<file path="src/shared/bcfg_pkg.sv">
/*
 * Constants for the bridge type-1 configuration header slice (0Ch..1Fh).
 * Assumes a 32-bit AXI4-Lite register bus with word-aligned byte addresses.
 */
package bcfg_pkg;
    // Byte addresses
    localparam logic [7:0] OFF_DW0C = 8'h0c;
    localparam logic [7:0] OFF_DW10 = 8'h10;
    localparam logic [7:0] OFF_DW14 = 8'h14;
    localparam logic [7:0] OFF_DW18 = 8'h18;
    localparam logic [7:0] OFF_DW1C = 8'h1c;
    // Field values
    localparam logic [7:0] LAT_RST_PCI  = 8'h00;
    localparam logic [7:0] LAT_RST_PCIX = 8'h40;
    localparam logic [6:0] HDR_LAYOUT   = 7'h01;
    localparam logic [1:0] IO_ADDR32    = 2'h1;
    localparam logic [7:0] BUS_RST      = 8'h00;
    localparam logic [3:0] IO_WIN_RST   = 4'h0;
    // AXI responses
    localparam logic [1:0] RESP_OKAY   = 2'h0;
    localparam logic [1:0] RESP_SLVERR = 2'h2;
endpackage : bcfg_pkg

</file>
<file path="src/rtl/bcfg_header.sv">
/*
 * Bridge type-1 configuration header slice behind an AXI4-Lite slave.
 * Reset values and writability follow the straps captured just after reset.
 * Assumes orientation and bus-mode straps are stable around reset release.
 */
`timescale 1ns/1ns
`default_nettype none
module bcfg_header (
    // Clock and reset
    input  wire logic        clk_in,
    input  wire logic        reset_n_in,
    // Straps: 1 = reverse orientation, 1 = PCI-X mode (secondary side in forward, primary side in reverse)
    input  wire logic        reverse_in,
    input  wire logic        pcix_in,
    // AXI4-Lite write address / data / response
    input  wire logic [7:0]  s_axi_awaddr_in,
    input  wire logic        s_axi_awvalid_in,
    output var  logic        s_axi_awready_out,
    input  wire logic [31:0] s_axi_wdata_in,
    input  wire logic [3:0]  s_axi_wstrb_in,
    input  wire logic        s_axi_wvalid_in,
    output var  logic        s_axi_wready_out,
    output var  logic [1:0]  s_axi_bresp_out,
    output var  logic        s_axi_bvalid_out,
    input  wire logic        s_axi_bready_in,
    // AXI4-Lite read address / data
    input  wire logic [7:0]  s_axi_araddr_in,
    input  wire logic        s_axi_arvalid_in,
    output var  logic        s_axi_arready_out,
    output var  logic [31:0] s_axi_rdata_out,
    output var  logic [1:0]  s_axi_rresp_out,
    output var  logic        s_axi_rvalid_out,
    input  wire logic        s_axi_rready_in,
    // Status view
    output var  logic        reverse_out,
    output var  logic        pcix_out
);
    typedef struct packed {
        logic       init;
        logic       rev;
        logic       pcix;
        logic [7:0] pri_lat;
        logic [7:0] sec_lat;
        logic [7:0] pri_bus;
        logic [7:0] sec_bus;
        logic [7:0] sub_bus;
        logic [3:0] io_base;
        logic [3:0] io_limit;
        logic       aw_held;
        logic [7:0] aw_addr;
        logic       w_held;
        logic [31:0] w_data;
        logic [3:0] w_strb;
        logic       bvalid;
        logic [1:0] bresp;
        logic       rvalid;
        logic [31:0] rdata;
        logic [1:0] rresp;
        logic       aw_rdy;
        logic       w_rdy;
        logic       ar_rdy;
    } bcfg_state_type;

    bcfg_state_type st_r;
    bcfg_state_type st_nxt;

    // Read view of a dword; reserved and absent bits are zero
    function automatic logic [31:0] rd_word(input bcfg_state_type s, input logic [7:0] a);
        logic [31:0] v;
        v = 32'h0000_0000;
        case (a)
            bcfg_pkg::OFF_DW0C: v = {8'h00, 1'b0, bcfg_pkg::HDR_LAYOUT, s.pri_lat, 8'h00};
            bcfg_pkg::OFF_DW18: v = {s.sec_lat, s.sub_bus, s.sec_bus, s.pri_bus};
            // Upper status half lies outside this block and reads zero
            bcfg_pkg::OFF_DW1C: v = {8'h00, ~s.rev & ~s.pcix, 1'b0, ~s.rev, 5'h00,
                                     s.io_limit, 2'h0, bcfg_pkg::IO_ADDR32,
                                     s.io_base, 2'h0, bcfg_pkg::IO_ADDR32};
            default: v = 32'h0000_0000;
        endcase
        return v;
    endfunction : rd_word

    // Known addresses: the slice plus the reserved dwords
    function automatic logic mapped(input logic [7:0] a);
        return (a == bcfg_pkg::OFF_DW0C) || (a == bcfg_pkg::OFF_DW10) ||
               (a == bcfg_pkg::OFF_DW14) || (a == bcfg_pkg::OFF_DW18) ||
               (a == bcfg_pkg::OFF_DW1C);
    endfunction : mapped

    // Next-state logic
    always_comb
    begin
        logic        aw_take;
        logic        w_take;
        logic [7:0]  wa;
        logic [31:0] wd;
        logic [3:0]  ws;
        st_nxt  = st_r;
        // A channel is taken only while its slot is empty and straps are captured
        aw_take = s_axi_awvalid_in && !st_r.aw_held && st_r.init;
        w_take  = s_axi_wvalid_in && !st_r.w_held && st_r.init;
        wa      = st_r.aw_held ? st_r.aw_addr : s_axi_awaddr_in;
        wd      = st_r.w_held ? st_r.w_data : s_axi_wdata_in;
        ws      = st_r.w_held ? st_r.w_strb : s_axi_wstrb_in;
        // Catch straps on the first edge after reset release
        if (!st_r.init)
        begin
            st_nxt.init    = 1'b1;
            st_nxt.rev     = reverse_in;
            st_nxt.pcix    = pcix_in;
            st_nxt.pri_lat = (reverse_in && pcix_in) ? bcfg_pkg::LAT_RST_PCIX : bcfg_pkg::LAT_RST_PCI;
            st_nxt.sec_lat = (!reverse_in && pcix_in) ? bcfg_pkg::LAT_RST_PCIX : bcfg_pkg::LAT_RST_PCI;
        end
        if (aw_take)
        begin
            st_nxt.aw_held = 1'b1;
            st_nxt.aw_addr = {s_axi_awaddr_in[7:2], 2'b00};
            wa             = {s_axi_awaddr_in[7:2], 2'b00};
        end
        if (w_take)
        begin
            st_nxt.w_held = 1'b1;
            st_nxt.w_data = s_axi_wdata_in;
            st_nxt.w_strb = s_axi_wstrb_in;
        end
        // Perform write once both halves are present and response slot free
        // A pending response blocks the commit so bresp is never overwritten
        if ((st_r.aw_held || aw_take) && (st_r.w_held || w_take) && !st_r.bvalid)
        begin
            st_nxt.aw_held = 1'b0;
            st_nxt.w_held  = 1'b0;
            st_nxt.bvalid  = 1'b1;
            st_nxt.bresp   = mapped(wa) ? bcfg_pkg::RESP_OKAY : bcfg_pkg::RESP_SLVERR;
            if (wa == bcfg_pkg::OFF_DW0C && ws[1] && st_r.rev)
                st_nxt.pri_lat = wd[15:8];
            if (wa == bcfg_pkg::OFF_DW18)
            begin
                if (ws[0])
                    st_nxt.pri_bus = wd[7:0];
                if (ws[1])
                    st_nxt.sec_bus = wd[15:8];
                if (ws[2])
                    st_nxt.sub_bus = wd[23:16];
                if (ws[3] && !st_r.rev)
                    st_nxt.sec_lat = wd[31:24];
            end
            if (wa == bcfg_pkg::OFF_DW1C)
            begin
                if (ws[0])
                    st_nxt.io_base = wd[7:4];
                if (ws[1])
                    st_nxt.io_limit = wd[15:12];
            end
        end
        if (st_r.bvalid && s_axi_bready_in)
            st_nxt.bvalid = 1'b0;
        // Read: accept address when no data waits, answer next cycle
        if (st_r.rvalid && s_axi_rready_in)
            st_nxt.rvalid = 1'b0;
        // The answer is built from the state at the address edge
        if (s_axi_arvalid_in && !st_r.rvalid && st_r.init)
        begin
            st_nxt.rvalid = 1'b1;
            st_nxt.rdata  = rd_word(st_r, {s_axi_araddr_in[7:2], 2'b00});
            st_nxt.rresp  = mapped({s_axi_araddr_in[7:2], 2'b00}) ? bcfg_pkg::RESP_OKAY : bcfg_pkg::RESP_SLVERR;
        end
        // Readies come from flops; each drops while its slot is occupied
        st_nxt.aw_rdy = st_nxt.init && !st_nxt.aw_held;
        st_nxt.w_rdy  = st_nxt.init && !st_nxt.w_held;
        st_nxt.ar_rdy = st_nxt.init && !st_nxt.rvalid;
    end

    // State register; reset gives constants only
    always_ff @(posedge clk_in or negedge reset_n_in)
    begin
        if (!reset_n_in)
        begin
            st_r          <= '0;
            st_r.pri_bus  <= bcfg_pkg::BUS_RST;
            st_r.io_base  <= bcfg_pkg::IO_WIN_RST;
            st_r.io_limit <= bcfg_pkg::IO_WIN_RST;
        end
        else
        begin
            st_r <= st_nxt;
        end
    end

    // Outputs straight from flip-flops
    always_comb
    begin
        s_axi_awready_out = st_r.aw_rdy;
        s_axi_wready_out  = st_r.w_rdy;
        s_axi_bvalid_out  = st_r.bvalid;
        s_axi_bresp_out   = st_r.bresp;
        s_axi_arready_out = st_r.ar_rdy;
        s_axi_rvalid_out  = st_r.rvalid;
        s_axi_rdata_out   = st_r.rdata;
        s_axi_rresp_out   = st_r.rresp;
        reverse_out       = st_r.rev;
        pcix_out          = st_r.pcix;
    end

    // Checks: reset values; latencies chosen by the captured straps, bus numbers and io window cleared
    latency_rst_a: assert property (@(posedge clk_in) disable iff (!reset_n_in)
        !st_r.init ##1 st_r.init |->
        st_r.pri_lat == (($past(reverse_in) && $past(pcix_in)) ? bcfg_pkg::LAT_RST_PCIX : bcfg_pkg::LAT_RST_PCI))
        else $error("primary latency reset wrong");
    sec_lat_rst_a: assert property (@(posedge clk_in) disable iff (!reset_n_in)
        !st_r.init ##1 st_r.init |->
        st_r.sec_lat == ((!$past(reverse_in) && $past(pcix_in)) ? bcfg_pkg::LAT_RST_PCIX : bcfg_pkg::LAT_RST_PCI))
        else $error("secondary latency reset wrong");
    win_rst_a: assert property (@(posedge clk_in) disable iff (!reset_n_in)
        !st_r.init ##1 st_r.init |->
        st_r.pri_bus == bcfg_pkg::BUS_RST && st_r.sec_bus == bcfg_pkg::BUS_RST && st_r.sub_bus == bcfg_pkg::BUS_RST &&
        st_r.io_base == bcfg_pkg::IO_WIN_RST && st_r.io_limit == bcfg_pkg::IO_WIN_RST)
        else $error("bus numbers or io window not cleared by reset");

    // Read-only sides and straps never move once captured
    pri_lat_ro_a: assert property (@(posedge clk_in) disable iff (!reset_n_in)
        st_r.init && !st_r.rev |=>
        $stable(st_r.pri_lat))
        else $error("primary latency changed in forward");
    sec_lat_ro_a: assert property (@(posedge clk_in) disable iff (!reset_n_in)
        st_r.init && st_r.rev |=>
        $stable(st_r.sec_lat))
        else $error("secondary latency changed in reverse");
    straps_hold_a: assert property (@(posedge clk_in) disable iff (!reset_n_in)
        st_r.init |=>
        $stable(st_r.rev) && $stable(st_r.pcix))
        else $error("straps changed after capture");

    // Read answers carry the fixed fields
    hdr_read_a: assert property (@(posedge clk_in) disable iff (!reset_n_in)
        s_axi_arvalid_in && s_axi_arready_out && s_axi_araddr_in[7:2] == bcfg_pkg::OFF_DW0C[7:2] |=>
        s_axi_rdata_out[31:16] == {8'h00, 1'b0, bcfg_pkg::HDR_LAYOUT})
        else $error("header type read wrong");
    io_read_a: assert property (@(posedge clk_in) disable iff (!reset_n_in)
        s_axi_arvalid_in && s_axi_arready_out && s_axi_araddr_in[7:2] == bcfg_pkg::OFF_DW1C[7:2] |=>
        s_axi_rdata_out[3:0] == {2'h0, bcfg_pkg::IO_ADDR32} && s_axi_rdata_out[11:8] == {2'h0, bcfg_pkg::IO_ADDR32} &&
        s_axi_rdata_out[22] == 1'b0 && s_axi_rdata_out[20:16] == 5'h00 && s_axi_rdata_out[31:24] == 8'h00)
        else $error("io window fixed bits wrong");
    status_cap_a: assert property (@(posedge clk_in) disable iff (!reset_n_in)
        s_axi_arvalid_in && s_axi_arready_out && s_axi_araddr_in[7:2] == bcfg_pkg::OFF_DW1C[7:2] |=>
        s_axi_rdata_out[21] == !st_r.rev &&
        s_axi_rdata_out[23] == (!st_r.rev && !st_r.pcix))
        else $error("secondary status capability wrong");
    rsvd_read_a: assert property (@(posedge clk_in) disable iff (!reset_n_in)
        s_axi_arvalid_in && s_axi_arready_out &&
        (s_axi_araddr_in[7:2] == bcfg_pkg::OFF_DW10[7:2] || s_axi_araddr_in[7:2] == bcfg_pkg::OFF_DW14[7:2]) |=>
        s_axi_rdata_out == 32'h0000_0000 && s_axi_rresp_out == bcfg_pkg::RESP_OKAY)
        else $error("reserved dword not read as zero");
    rd_answer_a: assert property (@(posedge clk_in) disable iff (!reset_n_in)
        s_axi_arvalid_in && s_axi_arready_out |=>
        s_axi_rvalid_out)
        else $error("read not answered");

    // Writes land in writable fields only; misses are refused
    bus_write_a: assert property (@(posedge clk_in) disable iff (!reset_n_in)
        s_axi_awvalid_in && s_axi_awready_out && s_axi_wvalid_in && s_axi_wready_out && !s_axi_bvalid_out &&
        s_axi_awaddr_in[7:2] == bcfg_pkg::OFF_DW18[7:2] && s_axi_wstrb_in == 4'hf |=>
        st_r.pri_bus == $past(s_axi_wdata_in[7:0]) && st_r.sec_bus == $past(s_axi_wdata_in[15:8]) &&
        st_r.sub_bus == $past(s_axi_wdata_in[23:16]))
        else $error("bus number write lost");
    io_write_a: assert property (@(posedge clk_in) disable iff (!reset_n_in)
        s_axi_awvalid_in && s_axi_awready_out && s_axi_wvalid_in && s_axi_wready_out && !s_axi_bvalid_out &&
        s_axi_awaddr_in[7:2] == bcfg_pkg::OFF_DW1C[7:2] && s_axi_wstrb_in[1:0] == 2'h3 |=>
        st_r.io_base == $past(s_axi_wdata_in[7:4]) &&
        st_r.io_limit == $past(s_axi_wdata_in[15:12]))
        else $error("io window write lost");
    unmapped_wr_a: assert property (@(posedge clk_in) disable iff (!reset_n_in)
        s_axi_awvalid_in && s_axi_awready_out && s_axi_wvalid_in && s_axi_wready_out && !s_axi_bvalid_out &&
        !mapped({s_axi_awaddr_in[7:2], 2'h0}) |=>
        s_axi_bvalid_out && s_axi_bresp_out == bcfg_pkg::RESP_SLVERR)
        else $error("unmapped write not refused");
    wr_answer_a: assert property (@(posedge clk_in) disable iff (!reset_n_in)
        s_axi_awvalid_in && s_axi_awready_out && s_axi_wvalid_in && s_axi_wready_out && !s_axi_bvalid_out |=>
        s_axi_bvalid_out)
        else $error("write not answered");

    // Main scenarios
    wr_cov_c: cover property (@(posedge clk_in) disable iff (!reset_n_in)
        s_axi_bvalid_out && s_axi_bready_in);
    rd_cov_c: cover property (@(posedge clk_in) disable iff (!reset_n_in)
        s_axi_rvalid_out && s_axi_rready_in);
    rev_cov_c: cover property (@(posedge clk_in) disable iff (!reset_n_in)
        st_r.init && st_r.rev && st_r.pcix);
    fwd_cov_c: cover property (@(posedge clk_in) disable iff (!reset_n_in)
        st_r.init && !st_r.rev && st_r.pcix);
    slverr_cov_c: cover property (@(posedge clk_in) disable iff (!reset_n_in)
        s_axi_bvalid_out && s_axi_bready_in && s_axi_bresp_out == bcfg_pkg::RESP_SLVERR);
endmodule : bcfg_header
`default_nettype wire

</file>
<file path="config.mk">
export PLATFORM = sky130hd
export DESIGN_NAME = bcfg_header
export DESIGN_NICKNAME = d
export VERILOG_FILES = /design/src/shared/bcfg_pkg.sv /design/src/rtl/bcfg_header.sv
export SDC_FILE = /design/constraint.sdc
export NUM_CORES = 1
export LEC_CHECK = 0
export BUFFER_PORTS_ARGS = -buffer_cell sky130_fd_sc_hd__buf_2
export CAP_MARGIN = 20
export CORE_MARGIN = 2
export CORE_UTILIZATION = 60
export DETAILED_ROUTE_END_ITERATION = 12
export GPL_TIMING_DRIVEN = 0
export PLACE_DENSITY_LB_ADDON = 0.05
export SYNTH_ARGS = -nofsm -noshare
export SYNTH_HDL_FRONTEND = slang
export SYNTH_SLANG_ARGS = --single-unit
</file>
<file path="constraint.sdc">
create_clock -name clk_in -period 4.7 [get_ports clk_in]
set_input_delay 0.94 -clock clk_in [delete_from_list [all_inputs] [get_ports clk_in]]
set_output_delay 0.94 -clock clk_in [all_outputs]
set_load 0.01 [all_outputs]
</file>
==> impl_metrics.json, run 1 <==
{
  "yosys.area.top_type": "dfrtp_1",
  "fin_cells": 776,
  "cts_setup_buffers": 0,
  "synthDistinctLibCells": 37,
  "fp.dieArea_mm2": 0.0111,
  "worstMarginPinSlew_ns": 0.869,
  "antenna_cells": 0,
  "drcViolationCount": 0,
  "wl_um": 13400,
  "gp_congestion": 0.842,
  "final_cell_mix": "dfrtp_1, buf_2, mux2_2",
  "ir_worst_vdd_mv": 0.330,
  "antenna_left": 0,
  "vias": 4256,
  "syn_area_mm2": 0.00616,
  "reg2reg_depth": 5,
  "syn2layout_area_growth_pct": 21.0,
  "synth_edf_count": 0,
  "final_common_cell": "dfrtp_1",
  "start_kind": "input pin",
  "dr.pass1.iters": 5,
  "cp.arrival_ns": 2.95,
  "portBuffers": 99,
  "setup_viol": 0,
  "rsz0062_at_grt": "false",
  "muxShareOfSynthArea_pct": 24.0,
  "reg2reg_to": "st_r[133]",
  "cts_hold_buf": 0,
  "status": "finished clean",
  "period_share_pct": 53.6,
  "antenna_found_initial": 0,
  "clk_latency_ns": 0.52,
  "overflow": 0,
  "placed_cells": 744,
  "synth_async_sr_flop_share_pct": 100,
  "synth_top_flop_cell": "dfrtp_1",
  "reg2reg_from": "st_r[86]",
  "n_fill_cell": 694,
  "path_clk_slew_ns": 0.05,
  "fin_tns_setup_ns": 0,
  "numCtsBuffers": 17,
  "fin_area_mm2": 0.00745,
  "initial_core_util_pct": 62.4,
  "clockBufferDepth": 2,
  "cts_tree": "yes",
  "slew_violations": 0,
  "place_area_mm2": 0.00686,
  "cts_num_sinks": 134,
  "grt_pass1_wl_um": 22200,
  "grt_start_max_net_pins": 89,
  "worstSetupStartpoint": "s_axi_araddr_in[5]",
  "hold_violations": 0,
  "drive_above_1_share_pct": 42.9,
  "grt_usage_pct": 26.4,
  "synth-xor-area-share_pct": 0,
  "cts-htree-levels": 4,
  "synth_area_leaders": "dfrtp_1, mux2_2, mux2i_1",
  "power_leakage_nw": 3.76,
  "worst-path-max-fanout": 10,
  "worstPathRequired_ns": 5.13,
  "hpwl_um": 9350,
  "period_needed_ns": 2.52,
  "fin_nets": 691,
  "max_freq_ghz": 0.397,
  "wl_per_cell_um": 17.3,
  "cts-root-buf": "clkbuf_8",
  "rows": 36,
  "via_per_inst": 5.48,
  "syn_inst": 510,
  "slew_headroom_pct": 41.7,
  "cap_violations": 0,
  "power.density_mw_per_mm2": 502,
  "synthSimpleGateAreaFrac_pct": 9.93,
  "critical_path_class": "in2reg",
  "dr.first_iter.drc_count": 223,
  "hold_path.class": "in2async",
  "cp-end-kind": "register",
  "clock_skew_ns": 0.00519,
  "final_util_pct": 75.6,
  "synth_top_family_by_area": "multiplexers",
  "grt_pass1_vias": 4393,
  "synth.yosys.warnings": 0,
  "yosysSeqAreaShare_pct": 54.4,
  "avgSynthCellArea_um2": 12.1,
  "cts-resized-gates": 0,
  "synth_top_area_share_pct": 54.4,
  "holdWs_ns": 0.343,
  "r2r_slack_ns": 2.29,
  "coreArea_mm2": 0.00986,
  "synth_compound_area_share_pct": 4.81,
  "die_h_um": 105,
  "die_x_um": 105,
  "yosys.area_share.adder_pct": 0,
  "synth-seq-cells": 134,
  "ios": 104
}
==> where the power goes <==
| group | total, mW | switching [mW] | internal (mW) |
|---|---|---|---|
| Clock | 1.34 | 0.465 | 0.870 |
| Combinational | 0.834 | 0.387 | 0.447 |
| Sequential | 1.58 | 0.147 | 1.43 |
==> how the worst max path moves through the flow <==
stage | end | cells after the start | slack (ns)
after global placement | st_r[119] | 1 | 0.95
after detailed placement | s_axi_rdata_out[11] | 6 | 1.64
after floorplan | st_r[133] | 4 | 2.12
after CTS | s_axi_rdata_out[11] | 6 | 2.21
after global routing | s_axi_rdata_out[11] | 6 | 1.95
final | s_axi_rdata_out[11] | 6 | 2.18
==> registers in the layout (all words and copies together), names as in the netlist <==
signal,count
pcix_out,1
reverse_out,1
s_axi_arready_out,1
s_axi_awready_out,1
s_axi_bresp_out,1
s_axi_bvalid_out,1
s_axi_rdata_out,32
s_axi_rresp_out,1
s_axi_rvalid_out,1
s_axi_wready_out,1
st_r,93
==> routing by layer <==
layer | share of wire (%) | up-vias | global-route usage, % | wire length [um]
li1 | - | 1979 | - | -
met1 | 42 | 2116 | 33.7 | 5630
met2 | 51 | 138 | 43.5 | 6790
met3 | 5.3 | 23 | 6.56 | 712
met4 | 2.1 | 0 | 9.90 | 277
met5 | 0 | - | 0 | 0
==> metrics by stage <==
| step | setup WS [ns] | total power [mW] |
|---|---|---|
| 2_1_floorplan | 2.12 | 2.17 |
| 3_3_place_gp | 0.947 | 2.37 |
| 3_5_place_dp | 1.64 | 2.42 |
| 4_1_cts | 2.21 | 3.77 |
| 5_1_grt | 1.95 | 3.94 |
| 6_report | 2.18 | 3.75 |
==> logic make-up after synthesis <==
kind of cell | count (synthesis)
other | 2
and+or+nand+nor | 125
DFF | 134
muxes | 135
buffers and inverters | 72
AOI/OAI and AO/OA | 42
==> worst max-delay path: stages <==
cell,delay (ns)
buf_2,0.11
nor4b_1,0.64
and3b_1,0.36
buf_1,0.53
a22oi_1,0.18
o21ai_0,0.19
==> area by class of cell <==
cell class                      count  area (um^2)  area share [%]
Clock buffer                       22          443            5.94
Clock inverter                     10          153            2.05
Inverter                           13         48.8           0.655
Buffer                             59          364            4.88
Sequential cell                   134         3350            45.0
Multi-Input combinational cell    305         2400            32.2
Tap cell                          133          166            2.23
Timing Repair Buffer              100          529            7.10
==> cells in the mapped netlist (2+ instances only) <==
master and instances:
a21oi_1 4, a222oi_1 2, a22o_1 2, a22oi_1 7, and3_1 2, buf_1 3
buf_2 3, buf_4 37, clkbuf_1 16, conb_1 2, dfrtp_1 134, inv_1 13
mux2_2 97, mux2i_1 37, nand2_1 71, nand2b_1 2, nand3_1 20, nand3_2 4
nand3b_1 6, nor2_1 7, nor4_1 2, nor4b_1 2, o21ai_0 14, o31ai_1 7
or2_2 3, or3b_1 2
(Power assumes the default switching activity.)
==> run 2: changes to the inputs <==
--- a/config.mk
+++ b/config.mk
@@ -8,7 +8,7 @@
 export BUFFER_PORTS_ARGS = -buffer_cell sky130_fd_sc_hd__buf_2
 export CAP_MARGIN = 20
 export CORE_MARGIN = 2
-export CORE_UTILIZATION = 60
+export CORE_UTILIZATION = 56
 export DETAILED_ROUTE_END_ITERATION = 12
 export GPL_TIMING_DRIVEN = 0
 export PLACE_DENSITY_LB_ADDON = 0.05
==> constraint.sdc (replaced) <==
create_clock -name clk_in -period 2.6 [get_ports clk_in]
set_input_delay 0.52 -clock clk_in [delete_from_list [all_inputs] [get_ports clk_in]]
set_output_delay 0.52 -clock clk_in [all_outputs]
set_load 0.01 [all_outputs]
==> run 2 against run 1 <==
  * Global-route usage decreased by 1.6 points
  * Largest power group unchanged
  * Critical endpoint is now st_r[133]
  * Hold slack got worse by 0.18 ns
  * Sequential share of layout area decreased by 0.36 points
  * Final cell count increased by 1.0%
  * Critical path depth decreased by 1
  * Power increased by 84%
  * Via count decreased by 1.5%
  * Largest cell class unchanged
  * Combinational power increased by 80%
  * Register-to-register slack got worse by 2.1 ns
  * Critical path type is now reg2reg
==> impl_metrics.json, run 2 (synthesis gave the netlist of run 1 again) <==
{
  "status": "finished clean",
  "antenna_left": 0,
  "cts_num_sinks": 134,
  "hpwl_um": 9450,
  "clk_latency_ns": 0.53,
  "grt_pass1_wl_um": 21700,
  "coreArea_mm2": 0.0108,
  "gp_congestion": 0.809,
  "n_fill_cell": 831,
  "antenna_found_initial": 0,
  "min-delay-start": "s_axi_bready_in",
  "power_leakage_nw": 3.79,
  "slew_violations": 0,
  "drive_above_1_share_pct": 43.5,
  "max_flop_register": "st_r",
  "clock_skew_ns": 0.00626,
  "die_x_um": 109,
  "crit_chain": "buf_4 -> nor4_1 -> o21ai_1 -> nor4_4 -> mux2_4",
  "power.density_mw_per_mm2": 916,
  "worstPathRequired_ns": 3.01,
  "vias": 4191,
  "fin_tns_setup_ns": 0,
  "hold_end": "s_axi_bvalid_out",
  "portBuffers": 99,
  "worstMarginPinSlew_ns": 0.821,
  "slew_headroom_pct": 44.9,
  "final_common_cell": "dfrtp_1",
  "setup_viol": 0,
  "final_cell_mix": "dfrtp_1, buf_2, mux2_2",
  "worst-path-max-fanout": 10,
  "reg2reg_from": "st_r[86]",
  "final_util_pct": 69.6,
  "finalPower_mw": 6.88,
  "rows": 38,
  "cts_hold_buf": 1,
  "slowest_delay_ns": 0.76,
  "clockBufferDepth": 2,
  "cts-root-buf": "clkbuf_8",
  "path_clk_slew_ns": 0.06,
  "initial_core_util_pct": 57.1,
  "critical_path_class": "reg2reg",
  "reg2reg_to": "st_r[133]",
  "syn2layout_area_growth_pct": 22.0,
  "cp_top_family": "simple AND/OR/NAND/NOR gates",
  "wl_per_cell_um": 17.1,
  "fp.dieArea_mm2": 0.0119,
  "die_h_um": 109,
  "hold_depth": 2,
  "ir_worst_vdd_mv": 0.570,
  "cts_tree": "yes",
  "drcViolationCount": 0,
  "rsz0062_at_grt": "false",
  "hold_violations": 0,
  "dr.first_iter.drc_count": 178,
  "cts-htree-levels": 4,
  "grt_pass1_vias": 4367,
  "reg2reg_depth": 5,
  "cts-resized-gates": 0,
  "via_per_inst": 5.35,
  "overflow": 0,
  "cp.arrival_ns": 2.79,
  "max_freq_ghz": 0.421,
  "grt_start_max_net_pins": 77,
  "dr.pass1.iters": 4,
  "r2r_slack_ns": 0.22,
  "largest_reg_flops": 93,
  "fin_nets": 692,
  "start_kind": "register",
  "period_share_pct": 91.4,
  "period_needed_ns": 2.38,
  "cp-end-kind": "register",
  "crit_slowest_cell": "nor4_4",
  "ios": 104,
  "wl_um": 13400,
  "cts_setup_buffers": 0,
  "hold_path.class": "in2reg",
  "critical_path_buf_inv_count": 1,
  "cap_violations": 0,
  "antenna_cells": 0,
  "numCtsBuffers": 17,
  "grt_usage_pct": 24.7
}
==> run 2: metrics by stage <==
step	setup WS, ns	instances	area, um^2	hold slack (ns)
after detailed placement	-0.0812	751	6870	0.458
after floorplan	0.435	511	6160	0.224
after global placement	-0.751	750	6830	0.454
after CTS	0.208	784	7510	0.145
final	0.223	784	7510	0.162
after global routing	0.0333	784	7510	0.170
==> run 2: cell type report <==
class / instances / area (um^2) / area share [%]
sequential: 134 / 3350 / 44.6
multi-input combinational: 305 / 2400 / 31.9
timing repair buffer: 101 / 539 / 7.18
clock buffer: 25 / 524 / 6.98
buffer: 59 / 364 / 4.85
tap: 140 / 175 / 2.33
clock inverter: 7 / 113 / 1.50
inverter: 13 / 48.8 / 0.649
==> run 2: routing by layer <==
layer	routed length (um)	track usage [%]	share of wire, %	vias to the layer above
met5	0	0	0	-
met4	260	10.3	1.9	0
met3	643	5.92	4.8	24
met2	6430	39.8	48	115
met1	6040	32.3	45	2062
li1	-	-	-	1990
==> run 2: how the worst max path moves through the flow <==
stage | from | end | slack [ns] | cells after the start
after global placement | reset_n_in | s_axi_rdata_out[24] | -0.75 | 1
after CTS | st_r[86] | st_r[133] | 0.21 | 5
after global routing | st_r[86] | st_r[88] | 0.03 | 5
after detailed placement | s_axi_araddr_in[5] | s_axi_rdata_out[11] | -0.08 | 6
final | st_r[86] | st_r[133] | 0.22 | 5
after floorplan | s_axi_awaddr_in[4] | st_r[133] | 0.44 | 4
==> run 2: where the power goes <==
group	internal, mW	switching [mW]	total (mW)
logic	0.808	0.697	1.50
registers	2.58	0.266	2.85
clock network	1.66	0.866	2.53
